`config.mk`:
```
export PLATFORM = sky130hd
export DESIGN_NAME = loop_iface_init
export DESIGN_NICKNAME = d
export VERILOG_FILES = /design/src/include/loop_iface_pkg.sv /design/src/loop_iface_init.sv
export SDC_FILE = /design/constraint.sdc
export NUM_CORES = 1
export LEC_CHECK = 0
export BUFFER_PORTS_ARGS = -buffer_cell sky130_fd_sc_hd__buf_2
export CAP_MARGIN = 20
export CORE_MARGIN = 2
export CORE_UTILIZATION = 36
export DETAILED_ROUTE_END_ITERATION = 10
export PLACE_DENSITY = 0.55
export REMOVE_ABC_BUFFERS = 1
export SLEW_MARGIN = 25
export SYNTH_ARGS = -nofsm -noshare
export SYNTH_HDL_FRONTEND = slang
export SYNTH_SLANG_ARGS = --single-unit
```
`constraint.sdc`:
```
create_clock -name clk -period 2.9 [get_ports clk]
set_clock_uncertainty 0.05 [all_clocks]
set_input_delay 0 -clock clk [delete_from_list [all_inputs] [get_ports clk]]
set_output_delay 0 -clock clk [all_outputs]
set_load 0.01 [all_outputs]
```
`src/include/loop_iface_pkg.sv`:
```
// Purpose: Shared constants for the serial-loop interface init and bus pins.
// Assumes: Registers sit at their printed indices 0 to 3 on a byte port.
// Notes:   Bit times count 0 to 55 within one calculator word.
package loop_iface_pkg;

  // Register port geometry.
  localparam int ADDR_W = 3;
  localparam int DATA_W = 8;

  // Register indices.
  localparam logic [2:0] REG_STATUS = 3'h0;
  localparam logic [2:0] REG_FLAGS  = 3'h1;
  localparam logic [2:0] REG_DATA   = 3'h2;
  localparam logic [2:0] PARALLEL_POLL_REG = 3'h3;

  // Field positions.
  localparam int MCL_BIT      = 0;
  localparam int SYSCTL_BIT   = 7;
  localparam int FLAG_OUTPUT_ENABLE_BIT   = 0;
  localparam int OSC_DISABLE_BIT_BIT   = 7;
  localparam int AUTOIDLE_BIT = 6;
  localparam int PP_LOW_W     = 6;
  localparam int CTRL_LSB     = 5;
  localparam int CTRL_W       = 3;

  // Flag order in register 1 read and flag digits 6 to 10.
  localparam int NFLAG       = 5;
  localparam int F_IFC       = 4;
  localparam int F_SRQ       = 3;
  localparam int F_FWAIT     = 2;
  localparam int F_FMISM     = 1;
  localparam int F_OREG_FREE = 0;

  // Calculator word timing.
  localparam int WORD_BITS = 56;
  localparam logic [5:0] BIT_LAST     = 6'h37;
  localparam logic [5:0] INSN_FIRST   = 6'h2c;
  localparam logic [5:0] INSN_LAST    = 6'h35;
  localparam logic [5:0] FLAG_FIRST   = 6'h18;
  localparam logic [5:0] FLAG_LAST    = 6'h2b;
  localparam int INSN_W = 10;

  // Instruction codes of the register-read sequence.
  localparam logic [9:0] PERI_MASK = 10'h23f;
  localparam logic [9:0] PERI_CODE = 10'h224;
  localparam logic [9:0] READ_CODE = 10'h03a;
  localparam logic [9:0] RET_CODE  = 10'h003;
  localparam int SEL_LSB = 6;

  // Initialization states.
  typedef enum logic [1:0] {
    INIT_RESET  = 2'b00,
    INIT_OSC_ON = 2'b01,
    INIT_RUN    = 2'b11
  } init_state_t;

  typedef enum logic [1:0] {
    SEQ_IDLE = 2'b00,
    SEQ_PERI = 2'b01,
    SEQ_READ = 2'b11,
    SEQ_RET  = 2'b10
  } seq_state_t;

endpackage

```
`src/loop_iface_init.sv`:
```
// Purpose: Init sequencing, flags and calculator bus pins of a loop interface.
// Assumes: Bus clocks and lines are sampled synchronously to clk.
// Notes:   Pin drivers are registered; data and flag enables drop at each phase one fall.
// Operation
// - Full reset when power level low and sync low, or low with auto idle off.
// - Full reset returns bus bit timing and instruction decode to start.
// - Full reset clears the oscillator run enable.
// - Oscillator run enable cleared forces master clear to one.
// - Master clear clears four flags and sets the output-register-free flag.
// - Master clear resets the flag output enable bit.
// - Master clear loads the system controller bit from the strap.
// - Master clear resets the request-to-send latch.
// - Master clear puts driver and acceptor machines in their idle states.
// - Normal run only by writing zero to master clear with oscillator on.
// - Data line carries 56-bit words least significant bit first.
// - Data line driven only in words after second and third read words.
// - Data line released otherwise and always during phase two.
// - Instruction bits sampled during bit times 44 through 53.
// - Light sleep drives instruction line high when any wake flag is set.
// - Instruction line released whenever the power level is high.
// - Flag digits 6-10 drive low three bit times, then high, when enabled and their flag is set.
// - Flag line released otherwise and always during phase two.
// - External test clock may replace the tank oscillator.
// - Strap low makes the chip system controller.
// - Writing one to oscillator disable with master clear set stops it.
// - Master clear leaves the auto idle bit; it powers up low.
// - Flag digits carry clear, request, waiting, mismatch, output-free.
`timescale 1ns/1ps
module loop_iface_init
  import loop_iface_pkg::*;
(
  // Clock and reset.
  input  wire logic                               clk,
  input  wire logic                               rstn,
  // Register port.
  input  wire logic [loop_iface_pkg::ADDR_W-1:0]  regAddr,
  input  wire logic [loop_iface_pkg::DATA_W-1:0]  regWdata,
  input  wire logic                               regWr,
  input  wire logic                               regRd,
  output logic      [loop_iface_pkg::DATA_W-1:0]  regRdata,
  // Calculator bus.
  input  wire logic                               phi1,
  input  wire logic                               phi2,
  input  wire logic                               syncLine,
  input  wire logic                               powerOnLevel,
  input  wire logic                               dataIn,
  output logic                                    dataOut,
  output logic                                    dataOe,
  input  wire logic                               instructionLineIn,
  output logic                                    instructionLineOut,
  output logic                                    instructionLineOe,
  output logic                                    flagReturnOut,
  output logic                                    flagReturnOe,
  // Straps and loop clock sources.
  input  wire logic                               controllerStrap,
  input  wire logic                               useTestClock,
  input  wire logic                               testClockInput,
  input  wire logic                               tankIn,
  output logic                                    loopClock,
  // Loop-side events and state.
  input  wire logic                               ifcEvent,
  input  wire logic                               srqEvent,
  input  wire logic                               frameWaitEvent,
  input  wire logic                               frameMismatchEvent,
  input  wire logic                               outRegTaken,
  input  wire logic                               rtsEvent,
  output logic                                    oscRunEnable,
  output logic                                    masterClear,
  output logic                                    requestToSend,
  output logic                                    driverIdle,
  output logic                                    acceptorIdle
);
  import loop_iface_pkg::*;

  init_state_t              init_r;
  seq_state_t               seq_r;
  logic                     fullReset;
  logic                     master_clear_bit;
  logic [NFLAG-1:0]         flags_r;
  logic [NFLAG-1:0]         setEvt;
  logic                     flagEnb_r;
  logic [CTRL_W-1:0]        ctrl_r;
  logic                     sysCtl_r;
  logic [DATA_W-1:0]        outData_r;
  logic                     autoIdle_r;
  logic [PP_LOW_W-1:0]      ppLow_r;
  logic                     phi1Last_r;
  logic                     phi1Fall;
  logic                     syncLast_r;
  logic [5:0]               bitCnt_r;
  logic [INSN_W-1:0]        insn_r;
  logic [INSN_W-1:0]        insnDone;
  logic [ADDR_W-1:0]        sel_r;
  logic                     driveNext_r;
  logic                     driveWord_r;
  logic [WORD_BITS-1:0]     shift_r;
  logic [DATA_W-1:0]        selData;
  logic [1:0]               digitPos;
  logic                     inFlagDigits;
  logic [2:0]               flagIdx;
  logic                     wrR0;
  logic                     wrR3;

  // Deep sleep, or light sleep without auto idle, fully resets the chip.
  assign fullReset = !powerOnLevel && (!syncLine || !autoIdle_r);
  assign master_clear_bit       = (init_r != INIT_RUN);
  assign wrR0      = regWr && (regAddr == REG_STATUS);
  assign wrR3      = regWr && (regAddr == PARALLEL_POLL_REG);

  // Three-state sequence keeps the loop cleared until master clear is written zero with the oscillator running.
  always_ff @(posedge clk or negedge rstn)
  begin
    if (!rstn)
      init_r <= INIT_RESET;
    else if (fullReset)
      init_r <= INIT_RESET;
    else
      case (init_r)
        INIT_RESET:
          if (wrR3 && !regWdata[OSC_DISABLE_BIT_BIT])
            init_r <= INIT_OSC_ON;
        INIT_OSC_ON:
          if (wrR3 && regWdata[OSC_DISABLE_BIT_BIT])
            init_r <= INIT_RESET;
          else if (wrR0 && !regWdata[MCL_BIT])
            init_r <= INIT_RUN;
        INIT_RUN:
          if (wrR0 && regWdata[MCL_BIT])
            init_r <= INIT_OSC_ON;
        default:
          init_r <= INIT_RESET;
      endcase
  end

  always_ff @(posedge clk or negedge rstn)
  begin
    if (!rstn)
    begin
      oscRunEnable <= 1'b0;
      masterClear  <= 1'b1;
    end
    else
    begin
      oscRunEnable <= !fullReset && (init_r != INIT_RESET);
      masterClear  <= master_clear_bit || fullReset;
    end
  end

  // Flags: master clear holds them, so here the clear beats an event.
  assign setEvt[F_IFC]   = ifcEvent;
  assign setEvt[F_SRQ]   = srqEvent;
  assign setEvt[F_FWAIT] = frameWaitEvent;
  assign setEvt[F_FMISM] = frameMismatchEvent;
  assign setEvt[F_OREG_FREE] = outRegTaken;

  generate
    for (genvar g = 1; g < NFLAG; g++)
    begin : g_flag
      always_ff @(posedge clk or negedge rstn)
      begin
        if (!rstn)
          flags_r[g] <= 1'b0;
        else if (master_clear_bit)
          flags_r[g] <= 1'b0;
        else if (setEvt[g])
          flags_r[g] <= 1'b1;
      end
    end
  endgenerate

  // A new output byte takes the free flag; a send completing sets it.
  always_ff @(posedge clk or negedge rstn)
  begin
    if (!rstn)
      flags_r[F_OREG_FREE] <= 1'b1;
    else if (master_clear_bit || setEvt[F_OREG_FREE])
      flags_r[F_OREG_FREE] <= 1'b1;
    else if (regWr && (regAddr == REG_DATA))
      flags_r[F_OREG_FREE] <= 1'b0;
  end

  // Software-visible control bits.
  always_ff @(posedge clk or negedge rstn)
  begin
    if (!rstn)
    begin
      flagEnb_r <= 1'b0;
      ctrl_r    <= '0;
      sysCtl_r  <= 1'b0;
      outData_r <= '0;
    end
    else
    begin
      if (master_clear_bit)
        flagEnb_r <= 1'b0;
      else if (regWr && (regAddr == REG_FLAGS))
        flagEnb_r <= regWdata[FLAG_OUTPUT_ENABLE_BIT];
      if (regWr && (regAddr == REG_FLAGS))
        ctrl_r <= regWdata[CTRL_LSB +: CTRL_W];
      // Strap is caught by the clock, never by the asynchronous reset.
      if (master_clear_bit)
        sysCtl_r <= !controllerStrap;
      if (regWr && (regAddr == REG_DATA))
        outData_r <= regWdata;
    end
  end

  // Auto idle survives master clear; it powers up low and changes only on register 3 writes.
  always_ff @(posedge clk or negedge rstn)
  begin
    if (!rstn)
    begin
      autoIdle_r <= 1'b0;
      ppLow_r    <= '0;
    end
    else if (wrR3)
    begin
      autoIdle_r <= regWdata[AUTOIDLE_BIT];
      ppLow_r    <= regWdata[PP_LOW_W-1:0];
    end
  end

  // Request latch and loop machine idle states.
  always_ff @(posedge clk or negedge rstn)
  begin
    if (!rstn)
    begin
      requestToSend <= 1'b0;
      driverIdle    <= 1'b1;
      acceptorIdle  <= 1'b1;
    end
    else if (master_clear_bit)
    begin
      requestToSend <= 1'b0;
      driverIdle    <= 1'b1;
      acceptorIdle  <= 1'b1;
    end
    else
    begin
      if (rtsEvent)
        requestToSend <= 1'b1;
      if (regWr && (regAddr == REG_DATA))
        driverIdle <= 1'b0;
      else if (outRegTaken)
        driverIdle <= 1'b1;
      if (frameWaitEvent)
        acceptorIdle <= 1'b0;
      else if (regRd && (regAddr == REG_DATA))
        acceptorIdle <= 1'b1;
    end
  end

  // Read data stand in the cycle after the read strobe only.
  always_ff @(posedge clk or negedge rstn)
  begin
    if (!rstn)
      regRdata <= '0;
    else if (!regRd)
      regRdata <= '0;
    else
      case (regAddr)
        REG_STATUS:
          regRdata <= {sysCtl_r, 6'h00, master_clear_bit};
        REG_FLAGS:
          regRdata <= {ctrl_r, flags_r};
        REG_DATA:
          regRdata <= outData_r;
        PARALLEL_POLL_REG:
          regRdata <= {!oscRunEnable, autoIdle_r, ppLow_r};
        default:
          regRdata <= '0;
      endcase
  end

  // Bit timing advances at each trailing edge of phase one.
  assign phi1Fall = phi1Last_r && !phi1;
  assign insnDone = {instructionLineIn, insn_r[INSN_W-1:1]};

  always_ff @(posedge clk or negedge rstn)
  begin
    if (!rstn)
      phi1Last_r <= 1'b0;
    else
      phi1Last_r <= phi1;
  end

  always_ff @(posedge clk or negedge rstn)
  begin
    if (!rstn)
    begin
      bitCnt_r   <= '0;
      syncLast_r <= 1'b0;
      insn_r     <= '0;
    end
    else if (fullReset)
    begin
      bitCnt_r   <= '0;
      syncLast_r <= 1'b0;
      insn_r     <= '0;
    end
    else if (phi1Fall)
    begin
      syncLast_r <= syncLine;
      if (syncLine && !syncLast_r)
        bitCnt_r <= INSN_FIRST + 6'h01;
      else if (bitCnt_r == BIT_LAST)
        bitCnt_r <= '0;
      else
        bitCnt_r <= bitCnt_r + 6'h01;
      if ((syncLine && !syncLast_r) ||
          (bitCnt_r >= INSN_FIRST && bitCnt_r <= INSN_LAST))
        insn_r <= insnDone;
    end
  end

  // Register-read sequence decode, checked as the last opcode bit lands.
  always_ff @(posedge clk or negedge rstn)
  begin
    if (!rstn)
    begin
      seq_r       <= SEQ_IDLE;
      sel_r       <= '0;
      driveNext_r <= 1'b0;
    end
    else if (fullReset)
    begin
      seq_r       <= SEQ_IDLE;
      driveNext_r <= 1'b0;
    end
    else if (phi1Fall && bitCnt_r == INSN_LAST)
    begin
      driveNext_r <= 1'b0;
      case (seq_r)
        SEQ_IDLE:
          if ((insnDone & PERI_MASK) == PERI_CODE)
          begin
            seq_r <= SEQ_PERI;
            sel_r <= insnDone[SEL_LSB +: ADDR_W];
          end
        SEQ_PERI:
          if (insnDone == READ_CODE)
          begin
            seq_r       <= SEQ_READ;
            driveNext_r <= 1'b1;
          end
          else
            seq_r <= SEQ_IDLE;
        SEQ_READ:
        begin
          seq_r       <= (insnDone == RET_CODE) ? SEQ_RET : SEQ_IDLE;
          driveNext_r <= (insnDone == RET_CODE);
        end
        SEQ_RET:
          seq_r <= SEQ_IDLE;
        default:
          seq_r <= SEQ_IDLE;
      endcase
    end
  end

  always_comb
  begin
    case (sel_r)
      REG_STATUS:        selData = {sysCtl_r, 6'h00, master_clear_bit};
      REG_FLAGS:         selData = {ctrl_r, flags_r};
      REG_DATA:          selData = outData_r;
      PARALLEL_POLL_REG: selData = {!oscRunEnable, autoIdle_r, ppLow_r};
      default:           selData = '0;
    endcase
  end

  // The selected byte goes out zero-filled to a whole word, LSB first.
  always_ff @(posedge clk or negedge rstn)
  begin
    if (!rstn)
    begin
      driveWord_r <= 1'b0;
      shift_r     <= '0;
    end
    else if (fullReset)
      driveWord_r <= 1'b0;
    else if (phi1Fall && bitCnt_r == BIT_LAST)
    begin
      driveWord_r <= driveNext_r;
      shift_r     <= {{(WORD_BITS-DATA_W){1'b0}}, selData};
    end
    else if (phi1Fall)
      shift_r <= {1'b0, shift_r[WORD_BITS-1:1]};
  end

  // Flag digits: bit 0-2 low, bit 3 high, clear flag first.
  assign inFlagDigits = (bitCnt_r >= FLAG_FIRST) && (bitCnt_r <= FLAG_LAST);
  assign digitPos     = bitCnt_r[1:0];
  assign flagIdx      = 3'(NFLAG - 1) - 3'((bitCnt_r - FLAG_FIRST) >> 2);

  always_ff @(posedge clk or negedge rstn)
  begin
    if (!rstn)
    begin
      dataOut            <= 1'b0;
      dataOe             <= 1'b0;
      instructionLineOut <= 1'b0;
      instructionLineOe  <= 1'b0;
      flagReturnOut      <= 1'b0;
      flagReturnOe       <= 1'b0;
      loopClock          <= 1'b0;
    end
    else
    begin
      dataOut <= shift_r[0];
      // Dropping at the phase one fall clears phase two despite the flop.
      dataOe  <= driveWord_r && !phi2 && !phi1Fall && !fullReset;
      instructionLineOut <= 1'b1;
      instructionLineOe  <= !powerOnLevel && syncLine &&
                            (|flags_r[NFLAG-1:1]);
      flagReturnOut <= (digitPos == 2'h3);
      flagReturnOe  <= flagEnb_r && inFlagDigits && !phi2 &&
                       !phi1Fall && flags_r[flagIdx] && powerOnLevel;
      // Loop clock stops whenever the oscillator is disabled.
      loopClock <= oscRunEnable &&
                   (useTestClock ? testClockInput : tankIn);
    end
  end

  a_reset_stops_osc: assert property (
    @(posedge clk) disable iff (!rstn)
    fullReset |=> !oscRunEnable && masterClear)
    else $error("Oscillator still enabled under full reset.");

  a_osc_off_mcl: assert property (
    @(posedge clk) disable iff (!rstn)
    !oscRunEnable |-> masterClear)
    else $error("Master clear low while oscillator is off.");

  a_run_entry: assert property (
    @(posedge clk) disable iff (!rstn)
    (init_r == INIT_OSC_ON && wrR0 && !regWdata[MCL_BIT] && !fullReset
     && !(wrR3 && regWdata[OSC_DISABLE_BIT_BIT])) |=> ##1 !masterClear)
    else $error("Normal run not entered after clearing master clear.");

  a_mcl_flags: assert property (
    @(posedge clk) disable iff (!rstn)
    master_clear_bit ##1 master_clear_bit |-> flags_r == 5'h01)
    else $error("Flags not held by master clear.");

  a_osdis_stop: assert property (
    @(posedge clk) disable iff (!rstn)
    (init_r == INIT_OSC_ON && wrR3 && regWdata[OSC_DISABLE_BIT_BIT]) |=>
    ##1 !oscRunEnable)
    else $error("Oscillator disable write ignored.");

  a_data_phase2: assert property (
    @(posedge clk) disable iff (!rstn)
    $past(phi2) |-> !dataOe)
    else $error("Data line driven during phase two.");

  a_isa_release: assert property (
    @(posedge clk) disable iff (!rstn)
    $past(powerOnLevel) |-> !instructionLineOe)
    else $error("Instruction line driven with power level high.");

  a_flag_release: assert property (
    @(posedge clk) disable iff (!rstn)
    flagReturnOe |-> $past(flagEnb_r) && !$past(phi2) &&
    $past(bitCnt_r) >= FLAG_FIRST && $past(bitCnt_r) <= FLAG_LAST)
    else $error("Flag line driven outside flag digits.");

  a_strap_sc: assert property (
    @(posedge clk) disable iff (!rstn)
    master_clear_bit ##1 master_clear_bit |-> sysCtl_r == !$past(controllerStrap))
    else $error("System controller bit not loaded from strap.");

endmodule

```
==> results of run 1 <==
-- layout make-up --
type | instances | share of cell area, %
clock buffer | 11 | 3.012
clock inverter | 5 | 1.253
inverter | 10 | 0.7996
multi-input combinational | 247 | 37.39
sequential | 79 | 42.22
tap | 136 | 3.625
timing repair buffer | 80 | 11.70
-- logic make-up (layout without fill, tap and decap cells) --
| kind of cell | count (synthesis) | after routing | share of synthesized area, % |
|---|---|---|---|
| other cells | 1 | 1 | 0.09798 |
| compound gates | 80 | 80 | 12.85 |
| buf+inv | 25 | 106 | 2.517 |
| simple gates | 111 | 111 | 14.91 |
| mux | 42 | 42 | 13.70 |
| xor+xnor | 1 | 1 | 0.2289 |
| fa+ha+maj | 12 | 12 | 3.923 |
| flops | 79 | 79 | 51.78 |
-- worst min-delay path by stage --
stage,startpoint,to
4_1_cts,regAddr[1],regRdata[2]
3_5_place_dp,phi1,phi1Last_r
6_report,regAddr[1],regRdata[2]
2_1_floorplan,rstn,autoIdle_r
5_1_grt,regAddr[1],regRdata[5]
3_3_place_gp,phi1,phi1Last_r
-- state kept, by name, indices dropped and copies added (netlist names), 2 cells and up --
name,cells
ctrl_r,3
sel_r,3
flags_r,5
regRdata,8
outData_r,8
bitCnt_r,6
shift_r,8
seq_r,2
init_r,2
insn_r,9
ppLow_r,6
-- power by group through the flow --
stage	Combinational [uW]	Clock, uW	Sequential (uW)
floorplan	232	0	1270
global placement	354	0	1280
detailed placement	359	0	1290
CTS	386	853	1260
global route	432	903	1280
finish	381	829	1270
-- worst reg2reg max path: stages, from the launching register on --
cell                      delay [ps]
sky130_fd_sc_hd__dfrtp_1         460
sky130_fd_sc_hd__inv_1           130
sky130_fd_sc_hd__ha_1            230
sky130_fd_sc_hd__nand4_1         180
sky130_fd_sc_hd__or4_4           570
sky130_fd_sc_hd__nor4_4          220
sky130_fd_sc_hd__mux2_1          350
-- placed cells by master (no fill, tap or decap), types with 3 or more instances in the layout --
master / instances
sky130_fd_sc_hd__mux4_2: 5
sky130_fd_sc_hd__nor3_1: 4
sky130_fd_sc_hd__o21ai_1: 5
sky130_fd_sc_hd__dfstp_2: 4
sky130_fd_sc_hd__nand2b_1: 5
sky130_fd_sc_hd__dlygate4sd3_1: 26
sky130_fd_sc_hd__buf_2: 48
sky130_fd_sc_hd__nand4_1: 4
sky130_fd_sc_hd__and3_1: 3
sky130_fd_sc_hd__nand2_1: 24
sky130_fd_sc_hd__a22o_1: 8
sky130_fd_sc_hd__inv_1: 10
sky130_fd_sc_hd__nor2_1: 40
sky130_fd_sc_hd__a21oi_1: 25
sky130_fd_sc_hd__nand3_1: 5
sky130_fd_sc_hd__mux2i_1: 4
sky130_fd_sc_hd__nor4_1: 3
sky130_fd_sc_hd__o21ai_0: 20
sky130_fd_sc_hd__buf_4: 5
sky130_fd_sc_hd__ha_1: 12
sky130_fd_sc_hd__a22oi_1: 13
sky130_fd_sc_hd__mux2_2: 30
sky130_fd_sc_hd__clkbuf_8: 10
sky130_fd_sc_hd__dfrtp_1: 75
sky130_fd_sc_hd__mux2_1: 3
sky130_fd_sc_hd__nor2b_1: 8
-- through the flow --
stage	area, um^2	power (uW)	utilization (%)	cells
2_1_floorplan	3769	1504	-	336
3_3_place_gp	4230	1636	40.98	526
3_5_place_dp	4230	1646	40.98	526
4_1_cts	4691	2504	45.44	568
5_1_grt	4695	2613	45.47	568
6_report	4695	2476	45.47	568
-- metal layers --
metal / vias up / part of all wire (%) / track usage [%]
li1: 1414 / - / -
met1: 1468 / 48 / 23.70
met2: 47 / 48 / 26.72
met3: 11 / 2.7 / 2.553
met4: 0 / 1.7 / 6.865
met5: - / 0 / 0
==> impl_metrics.prom, run 1 <==
# TYPE chip_impl_metric gauge
chip_impl_metric{name="pwr-share-comb",unit="%"} 15.4
chip_impl_metric{name="max_clock_buf_depth",unit=""} 2
chip_impl_metric{name="grt_pass1_vias",unit=""} 3045
chip_impl_metric{name="timing.critical_path.slowest_cell_delay",unit="ps"} 570
chip_impl_metric{name="worstSetupPathDepth",unit=""} 6
chip_impl_metric{name="post_route_drc_violation_count",unit=""} 0
chip_impl_metric{name="final.setup.tns",unit="ps"} 0
chip_impl_metric{name="drv_cap",unit=""} 0
chip_impl_metric{name="peakVddDrop",unit="mV"} 0.2264
chip_impl_metric{name="ctsHoldBuffers",unit=""} 26
chip_impl_metric{name="avgViaCountPerCell",unit=""} 5.176
chip_impl_info{name="end_kind",value="register"} 1
chip_impl_metric{name="clkLatencyLatePin",unit="ps"} 350
chip_impl_metric{name="portion_of_the_post_synthesis_area_used_by_sequential_elements",unit="%"} 51.78
chip_impl_metric{name="drive_above_1_share",unit="%"} 26.39
chip_impl_info{name="crit_type",value="reg -> reg"} 1
chip_impl_metric{name="fp.dieH",unit="um"} 107.1
chip_impl_metric{name="drt_pass1_iterations",unit=""} 4
chip_impl_metric{name="p_per_area",unit="mW/mm^2"} 527.4
chip_impl_metric{name="rows",unit=""} 37
chip_impl_info{name="timing.critical_path.max_delay_family",value="simple AND/OR/NAND/NOR gates"} 1
chip_impl_metric{name="fin_ws",unit="ps"} 598.4
chip_impl_metric{name="chipWidth",unit="um"} 107.1
chip_impl_metric{name="net_switching_component_of_the_power",unit="uW"} 667.9
chip_impl_info{name="worstSetupStartpoint",value="bitCnt_r[3]"} 1
chip_impl_metric{name="share_of_total_power_in_the_clock_network",unit="%"} 33.5
chip_impl_info{name="critical_path.endpoint",value="sel_r[0]"} 1
chip_impl_info{name="cts_tree",value="yes"} 1
chip_impl_metric{name="synth-edff-count",unit=""} 0
chip_impl_metric{name="total_cts_buffers",unit=""} 9
chip_impl_metric{name="yosys_warnings",unit=""} 0
chip_impl_metric{name="htree_levels",unit=""} 3
chip_impl_metric{name="register_area",unit="mm^2"} 0.001982
chip_impl_metric{name="floorplan.die_area",unit="mm^2"} 0.01147
chip_impl_info{name="rr_startpoint",value="bitCnt_r[3]"} 1
chip_impl_metric{name="synth_area",unit="mm^2"} 0.003827
chip_impl_metric{name="post-cts-setup-buffers",unit=""} 0
chip_impl_metric{name="ff2ff_path_depth",unit=""} 6
chip_impl_metric{name="cts-resized-gates",unit=""} 0
chip_impl_metric{name="peak_freq",unit="MHz"} 434.5
chip_impl_metric{name="setup_viol",unit=""} 0
chip_impl_metric{name="switching_share",unit="%"} 26.98
chip_impl_metric{name="leakagePower",unit="uW"} 0.002079
chip_impl_info{name="worstSetupStartpointType",value="register"} 1
chip_impl_metric{name="gpl.final_weighted_congestion",unit=""} 0.8327
chip_impl_metric{name="fill_cells",unit=""} 966
chip_impl_info{name="synth_top_cells_by_count",value="sky130_fd_sc_hd__dfrtp_1, sky130_fd_sc_hd__nor2_1, sky130_fd_sc_hd__mux2_2, sky130_fd_sc_hd__a21oi_1, sky130_fd_sc_hd__nand2_1"} 1
chip_impl_info{name="timing.rr.end",value="sel_r[0]"} 1
chip_impl_metric{name="syn_inst",unit=""} 351
chip_impl_metric{name="ff2ff_setup_slack",unit="ps"} 600
chip_impl_metric{name="total_area_of_multi_input_combinational_cells",unit="mm^2"} 0.001755
chip_impl_info{name="cts-root-buf",value="sky130_fd_sc_hd__clkbuf_8"} 1
chip_impl_metric{name="wl_per_cell",unit="um"} 15.83
chip_impl_metric{name="place_ws",unit="ps"} 631.3
chip_impl_info{name="yosys.area.top_type",value="sky130_fd_sc_hd__dfrtp_1"} 1
chip_impl_info{name="dominant_cells_by_area_after_synthesis",value="sky130_fd_sc_hd__dfrtp_1, sky130_fd_sc_hd__mux2_2, sky130_fd_sc_hd__ha_1"} 1
chip_impl_metric{name="final_report_hold_violation_count",unit=""} 0
chip_impl_metric{name="p_seq_share",unit="%"} 51.1
chip_impl_metric{name="grt_max_degree",unit=""} 80
chip_impl_metric{name="worst_hold_slack",unit="ps"} 55.38
chip_impl_info{name="worstPathCellList",value="inv_1 -> ha_1 -> nand4_1 -> or4_4 -> nor4_4 -> mux2_1"} 1
chip_impl_metric{name="layout.nets",unit=""} 470
chip_impl_metric{name="grt_overflow_total",unit=""} 0
chip_impl_metric{name="post_synth_num_cell_types",unit=""} 42
chip_impl_metric{name="clock_sinks",unit=""} 79
chip_impl_metric{name="grt_first_pass_wirelength",unit="um"} 15130
chip_impl_metric{name="clkSlewWorstSetupHoldPaths",unit="ps"} 90
chip_impl_metric{name="core_area",unit="mm^2"} 0.01032
chip_impl_metric{name="critical_path.n_buffers_inverters",unit=""} 1
chip_impl_metric{name="antenna_violating_nets_post_route",unit=""} 0
chip_impl_metric{name="track_usage",unit="%"} 17.06
chip_impl_metric{name="holdPathStages",unit=""} 3
chip_impl_metric{name="floorplan.initialDensity",unit="%"} 37.07
chip_impl_metric{name="wirelength",unit="um"} 8994
chip_impl_metric{name="detailroute.via_count",unit=""} 2940
chip_impl_metric{name="first_iter_violations",unit=""} 93
chip_impl_info{name="hp-class",value="in -> reg"} 1
chip_impl_metric{name="timing.critical_path.arrival",unit="ps"} 2480
chip_impl_metric{name="syn_avg_cell_area",unit="um^2"} 10.90
chip_impl_metric{name="port_buffers",unit=""} 49
chip_impl_metric{name="insertedDiodeCount",unit=""} 0
chip_impl_info{name="synth_flop_cell",value="sky130_fd_sc_hd__dfrtp_1"} 1
chip_impl_metric{name="place_hpwl",unit="um"} 6119
chip_impl_metric{name="count_of_state_elements_after_synthesis",unit=""} 79
chip_impl_metric{name="grt_antenna_before_repair",unit=""} 0
chip_impl_info{name="worst_path_max_delay_cell",value="sky130_fd_sc_hd__or4_4"} 1
chip_impl_metric{name="max_slew.worst_pin.slew",unit="ps"} 708.1
chip_impl_metric{name="ios",unit=""} 51
chip_impl_metric{name="post-route-period-util",unit="%"} 79.37
chip_impl_metric{name="period_minus_slack",unit="ps"} 2302
chip_impl_metric{name="share_of_flip_flops_with_an_asynchronous_set_or_reset_after_synthesis",unit="%"} 100.0
chip_impl_metric{name="slew-limit-headroom",unit="%"} 52.43
chip_impl_metric{name="areaGrowthSynthToFinish",unit="%"} 22.65
chip_impl_metric{name="timing_max_transition_violations_final",unit=""} 0
chip_impl_info{name="yosysMostFrequentCell",value="sky130_fd_sc_hd__dfrtp_1"} 1
chip_impl_metric{name="crit_required",unit="ps"} 3080
chip_impl_info{name="outcome",value="complete, no violations"} 1
chip_impl_metric{name="cp_max_fo",unit=""} 6
chip_impl_metric{name="yosys.area.top_type_share",unit="%"} 49.04
chip_impl_metric{name="p_int",unit="uW"} 1808
chip_impl_info{name="grt_setup_unrepaired",value="no"} 1
Note: power is estimated with default switching activity, not from simulation.
==> run 2, diff against run 1 <==
==> constraint.sdc (replaced) <==
create_clock -name clk -period 2.3 [get_ports clk]
set_clock_uncertainty 0.05 [all_clocks]
set_input_delay 0 -clock clk [delete_from_list [all_inputs] [get_ports clk]]
set_output_delay 0 -clock clk [all_outputs]
set_load 0.01 [all_outputs]
==> run 2 against run 1 <==
  * Combinational power is 32% higher
  * Die area stayed put
  * Worst setup slack worse by 500 ps
  * Design area is 2.1% higher
  * Wire length is 1.8% higher
  * Fmax is 4.6% higher
  * First-iteration DRC count is 120% higher
  * Flip-flop and latch count stayed put
  * Sequential share of layout area is 0.87 points lower
  * Final cell count is 1.9% higher
  * Worst hold slack better by 6.9 ps
==> impl_metrics.prom, run 2 (synthesis results as in run 1) <==
# TYPE chip_impl_metric gauge
chip_impl_info{name="outcome",value="complete, no violations"} 1
chip_impl_metric{name="max_reg_flops",unit=""} 9
chip_impl_metric{name="critical_path.n_buffers_inverters",unit=""} 0
chip_impl_metric{name="port_buffers",unit=""} 49
chip_impl_metric{name="slew-limit-headroom",unit="%"} 52.92
chip_impl_metric{name="place_hpwl",unit="um"} 6341
chip_impl_metric{name="peakVddDrop",unit="mV"} 0.4057
chip_impl_metric{name="insertedDiodeCount",unit=""} 0
chip_impl_metric{name="floorplan.die_area",unit="mm^2"} 0.01147
chip_impl_info{name="mostFrequentLayoutCell",value="sky130_fd_sc_hd__dfrtp_1"} 1
chip_impl_metric{name="timing_max_transition_violations_final",unit=""} 0
chip_impl_metric{name="grt_antenna_before_repair",unit=""} 0
chip_impl_metric{name="peak_freq",unit="MHz"} 454.4
chip_impl_metric{name="setup_viol",unit=""} 0
chip_impl_metric{name="clkLatencyLatePin",unit="ps"} 360
chip_impl_metric{name="layout.nets",unit=""} 481
chip_impl_metric{name="core_area",unit="mm^2"} 0.01032
chip_impl_metric{name="drive_above_1_share",unit="%"} 28.89
chip_impl_metric{name="grt_max_degree",unit=""} 80
chip_impl_metric{name="final.setup.tns",unit="ps"} 0
chip_impl_metric{name="ff2ff_setup_slack",unit="ps"} 100
chip_impl_metric{name="areaGrowthSynthToFinish",unit="%"} 25.24
chip_impl_metric{name="wl_per_cell",unit="um"} 15.81
chip_impl_info{name="cts-root-buf",value="sky130_fd_sc_hd__clkbuf_8"} 1
chip_impl_metric{name="rows",unit=""} 37
chip_impl_info{name="worstPathCellList",value="or4b_4 -> or4_4 -> nor4_4 -> mux2_1"} 1
chip_impl_info{name="grt_setup_unrepaired",value="no"} 1
chip_impl_metric{name="finalCoreUtilization",unit="%"} 46.43
chip_impl_info{name="cts_tree",value="yes"} 1
chip_impl_info{name="hp-class",value="in -> reg"} 1
chip_impl_metric{name="antenna_violating_nets_post_route",unit=""} 0
chip_impl_metric{name="first_iter_violations",unit=""} 207
chip_impl_metric{name="place.detailed.instances",unit=""} 534
chip_impl_metric{name="fill_cells",unit=""} 981
chip_impl_metric{name="grt_first_pass_wirelength",unit="um"} 14990
chip_impl_metric{name="fp.dieH",unit="um"} 107.1
chip_impl_metric{name="fin_ws",unit="ps"} 99.17
chip_impl_info{name="rr_startpoint",value="insn_r[5]"} 1
chip_impl_metric{name="timing.critical_path.arrival",unit="ps"} 2390
chip_impl_metric{name="cp_max_fo",unit=""} 4
chip_impl_metric{name="drt_pass1_iterations",unit=""} 4
chip_impl_metric{name="clkSlewWorstSetupHoldPaths",unit="ps"} 80
chip_impl_metric{name="holdPathStages",unit=""} 3
chip_impl_metric{name="register_area",unit="mm^2"} 0.001982
chip_impl_metric{name="grt_pass1_vias",unit=""} 2925
chip_impl_metric{name="gpl.final_weighted_congestion",unit=""} 0.8747
chip_impl_metric{name="max_clock_buf_depth",unit=""} 2
chip_impl_metric{name="ios",unit=""} 51
chip_impl_metric{name="timing.critical_path.slowest_cell_delay",unit="ps"} 550
chip_impl_metric{name="detailroute.via_count",unit=""} 2967
chip_impl_metric{name="p_per_area",unit="mW/mm^2"} 655.2
chip_impl_info{name="worst_path_max_delay_cell",value="sky130_fd_sc_hd__or4b_4"} 1
chip_impl_info{name="end_kind",value="register"} 1
chip_impl_metric{name="post_route_drc_violation_count",unit=""} 0
chip_impl_metric{name="period_minus_slack",unit="ps"} 2201
chip_impl_metric{name="wirelength",unit="um"} 9156
chip_impl_metric{name="post-route-period-util",unit="%"} 95.69
chip_impl_info{name="timing.critical_path.max_delay_family",value="simple AND/OR/NAND/NOR gates"} 1
chip_impl_metric{name="track_usage",unit="%"} 17.17
chip_impl_metric{name="design_power_total",unit="uW"} 3141
chip_impl_info{name="final_cell_mix",value="sky130_fd_sc_hd__dfrtp_1, sky130_fd_sc_hd__buf_2, sky130_fd_sc_hd__nor2_1, sky130_fd_sc_hd__mux2_2, sky130_fd_sc_hd__dlygate4sd3_1"} 1
chip_impl_info{name="holdCritStartpoint",value="regAddr[1]"} 1
chip_impl_metric{name="chipWidth",unit="um"} 107.1
chip_impl_metric{name="drv_cap",unit=""} 0
chip_impl_metric{name="htree_levels",unit=""} 3
chip_impl_info{name="crit_type",value="reg -> reg"} 1
chip_impl_metric{name="final_report_hold_violation_count",unit=""} 0
chip_impl_info{name="worstSetupStartpointType",value="register"} 1
chip_impl_metric{name="place_ws",unit="ps"} 86.00
chip_impl_metric{name="leakagePower",unit="uW"} 0.002136
chip_impl_metric{name="avgViaCountPerCell",unit=""} 5.124
chip_impl_metric{name="total_area_of_multi_input_combinational_cells",unit="mm^2"} 0.001770
chip_impl_metric{name="ff2ff_path_depth",unit=""} 4
chip_impl_metric{name="floorplan.initialDensity",unit="%"} 37.07
chip_impl_info{name="timing.rr.end",value="sel_r[2]"} 1
chip_impl_metric{name="max_slew.worst_pin.slew",unit="ps"} 706.2
chip_impl_metric{name="crit_required",unit="ps"} 2490
chip_impl_metric{name="final-instance-count-excl-fill",unit=""} 579
chip_impl_info{name="worstHoldEndpoint",value="regRdata[2]"} 1
chip_impl_metric{name="total_cts_buffers",unit=""} 9
chip_impl_metric{name="grt_overflow_total",unit=""} 0
chip_impl_info{name="max_flop_register",value="insn_r"} 1
chip_impl_metric{name="clock_sinks",unit=""} 79
[run 2: cell count changes in the layout (fill, tap and decap cells not counted), moves of 2 or more]
cell                    delta
sky130_fd_sc_hd__ha_1      -2
sky130_fd_sc_hd__inv_2     +2
sky130_fd_sc_hd__buf_4    +11
sky130_fd_sc_hd__inv_1     -2
[run 2: repair_timing]
| item | 4_1_cts | 5_1_grt |
|---|---|---|
| hold buffers | 26 | 0 |
| gates resized for setup | 0 | 5 |
| endpoints found under the setup margin | 0 | 3 |
| setup buffers | 0 | 3 |
| endpoints found under the hold margin | 110 | 0 |
[run 2: worst max path at each step]
stage | startpoint | endpoint | cells after the start | slack, ps
global route | bitCnt_r[1] | sel_r[0] | 6 | 6
floorplan | insn_r[5] | sel_r[0] | 4 | 150
global placement | insn_r[5] | sel_r[2] | 4 | 110
finish | insn_r[5] | sel_r[2] | 4 | 100
detailed placement | insn_r[5] | sel_r[0] | 4 | 90
CTS | insn_r[5] | sel_r[2] | 4 | 80
[run 2: through the flow]
| step | instance area (um^2) | hold slack, ps |
|---|---|---|
| after floorplan | 3769 | -345.6 |
| after global placement | 4290 | 87.90 |
| after detailed placement | 4290 | 87.01 |
| after CTS | 4752 | 41.79 |
| after global routing | 4793 | 69.62 |
| final | 4793 | 62.28 |
[run 2: per-layer routing]
layer  track usage [%]  wire [um]
met5                 0          0
met4             5.566        167
met3             4.985        323
met2             26.13       4325
met1             23.54       4341
[run 2: layout make-up]
| type | instances | share of cell area, % |
|---|---|---|
| sequential | 79 | 41.35 |
| multi-input combinational | 247 | 36.94 |
| timing repair buffer | 91 | 13.18 |
| tap | 136 | 3.550 |
| clock buffer | 13 | 3.315 |
| clock inverter | 3 | 0.8875 |
| inverter | 10 | 0.7831 |
[run 2: tightest hold or removal path, cell delays in order]
cell	delay, ps
sky130_fd_sc_hd__buf_2	190
sky130_fd_sc_hd__a22oi_1	180
sky130_fd_sc_hd__nor2_1	60
[run 2: power breakdown]
part / total, uW / switching [uW] / internal (uW)
clock network: 1050 / 486 / 560
logic: 503 / 242 / 260
registers: 1590 / 91.0 / 1500
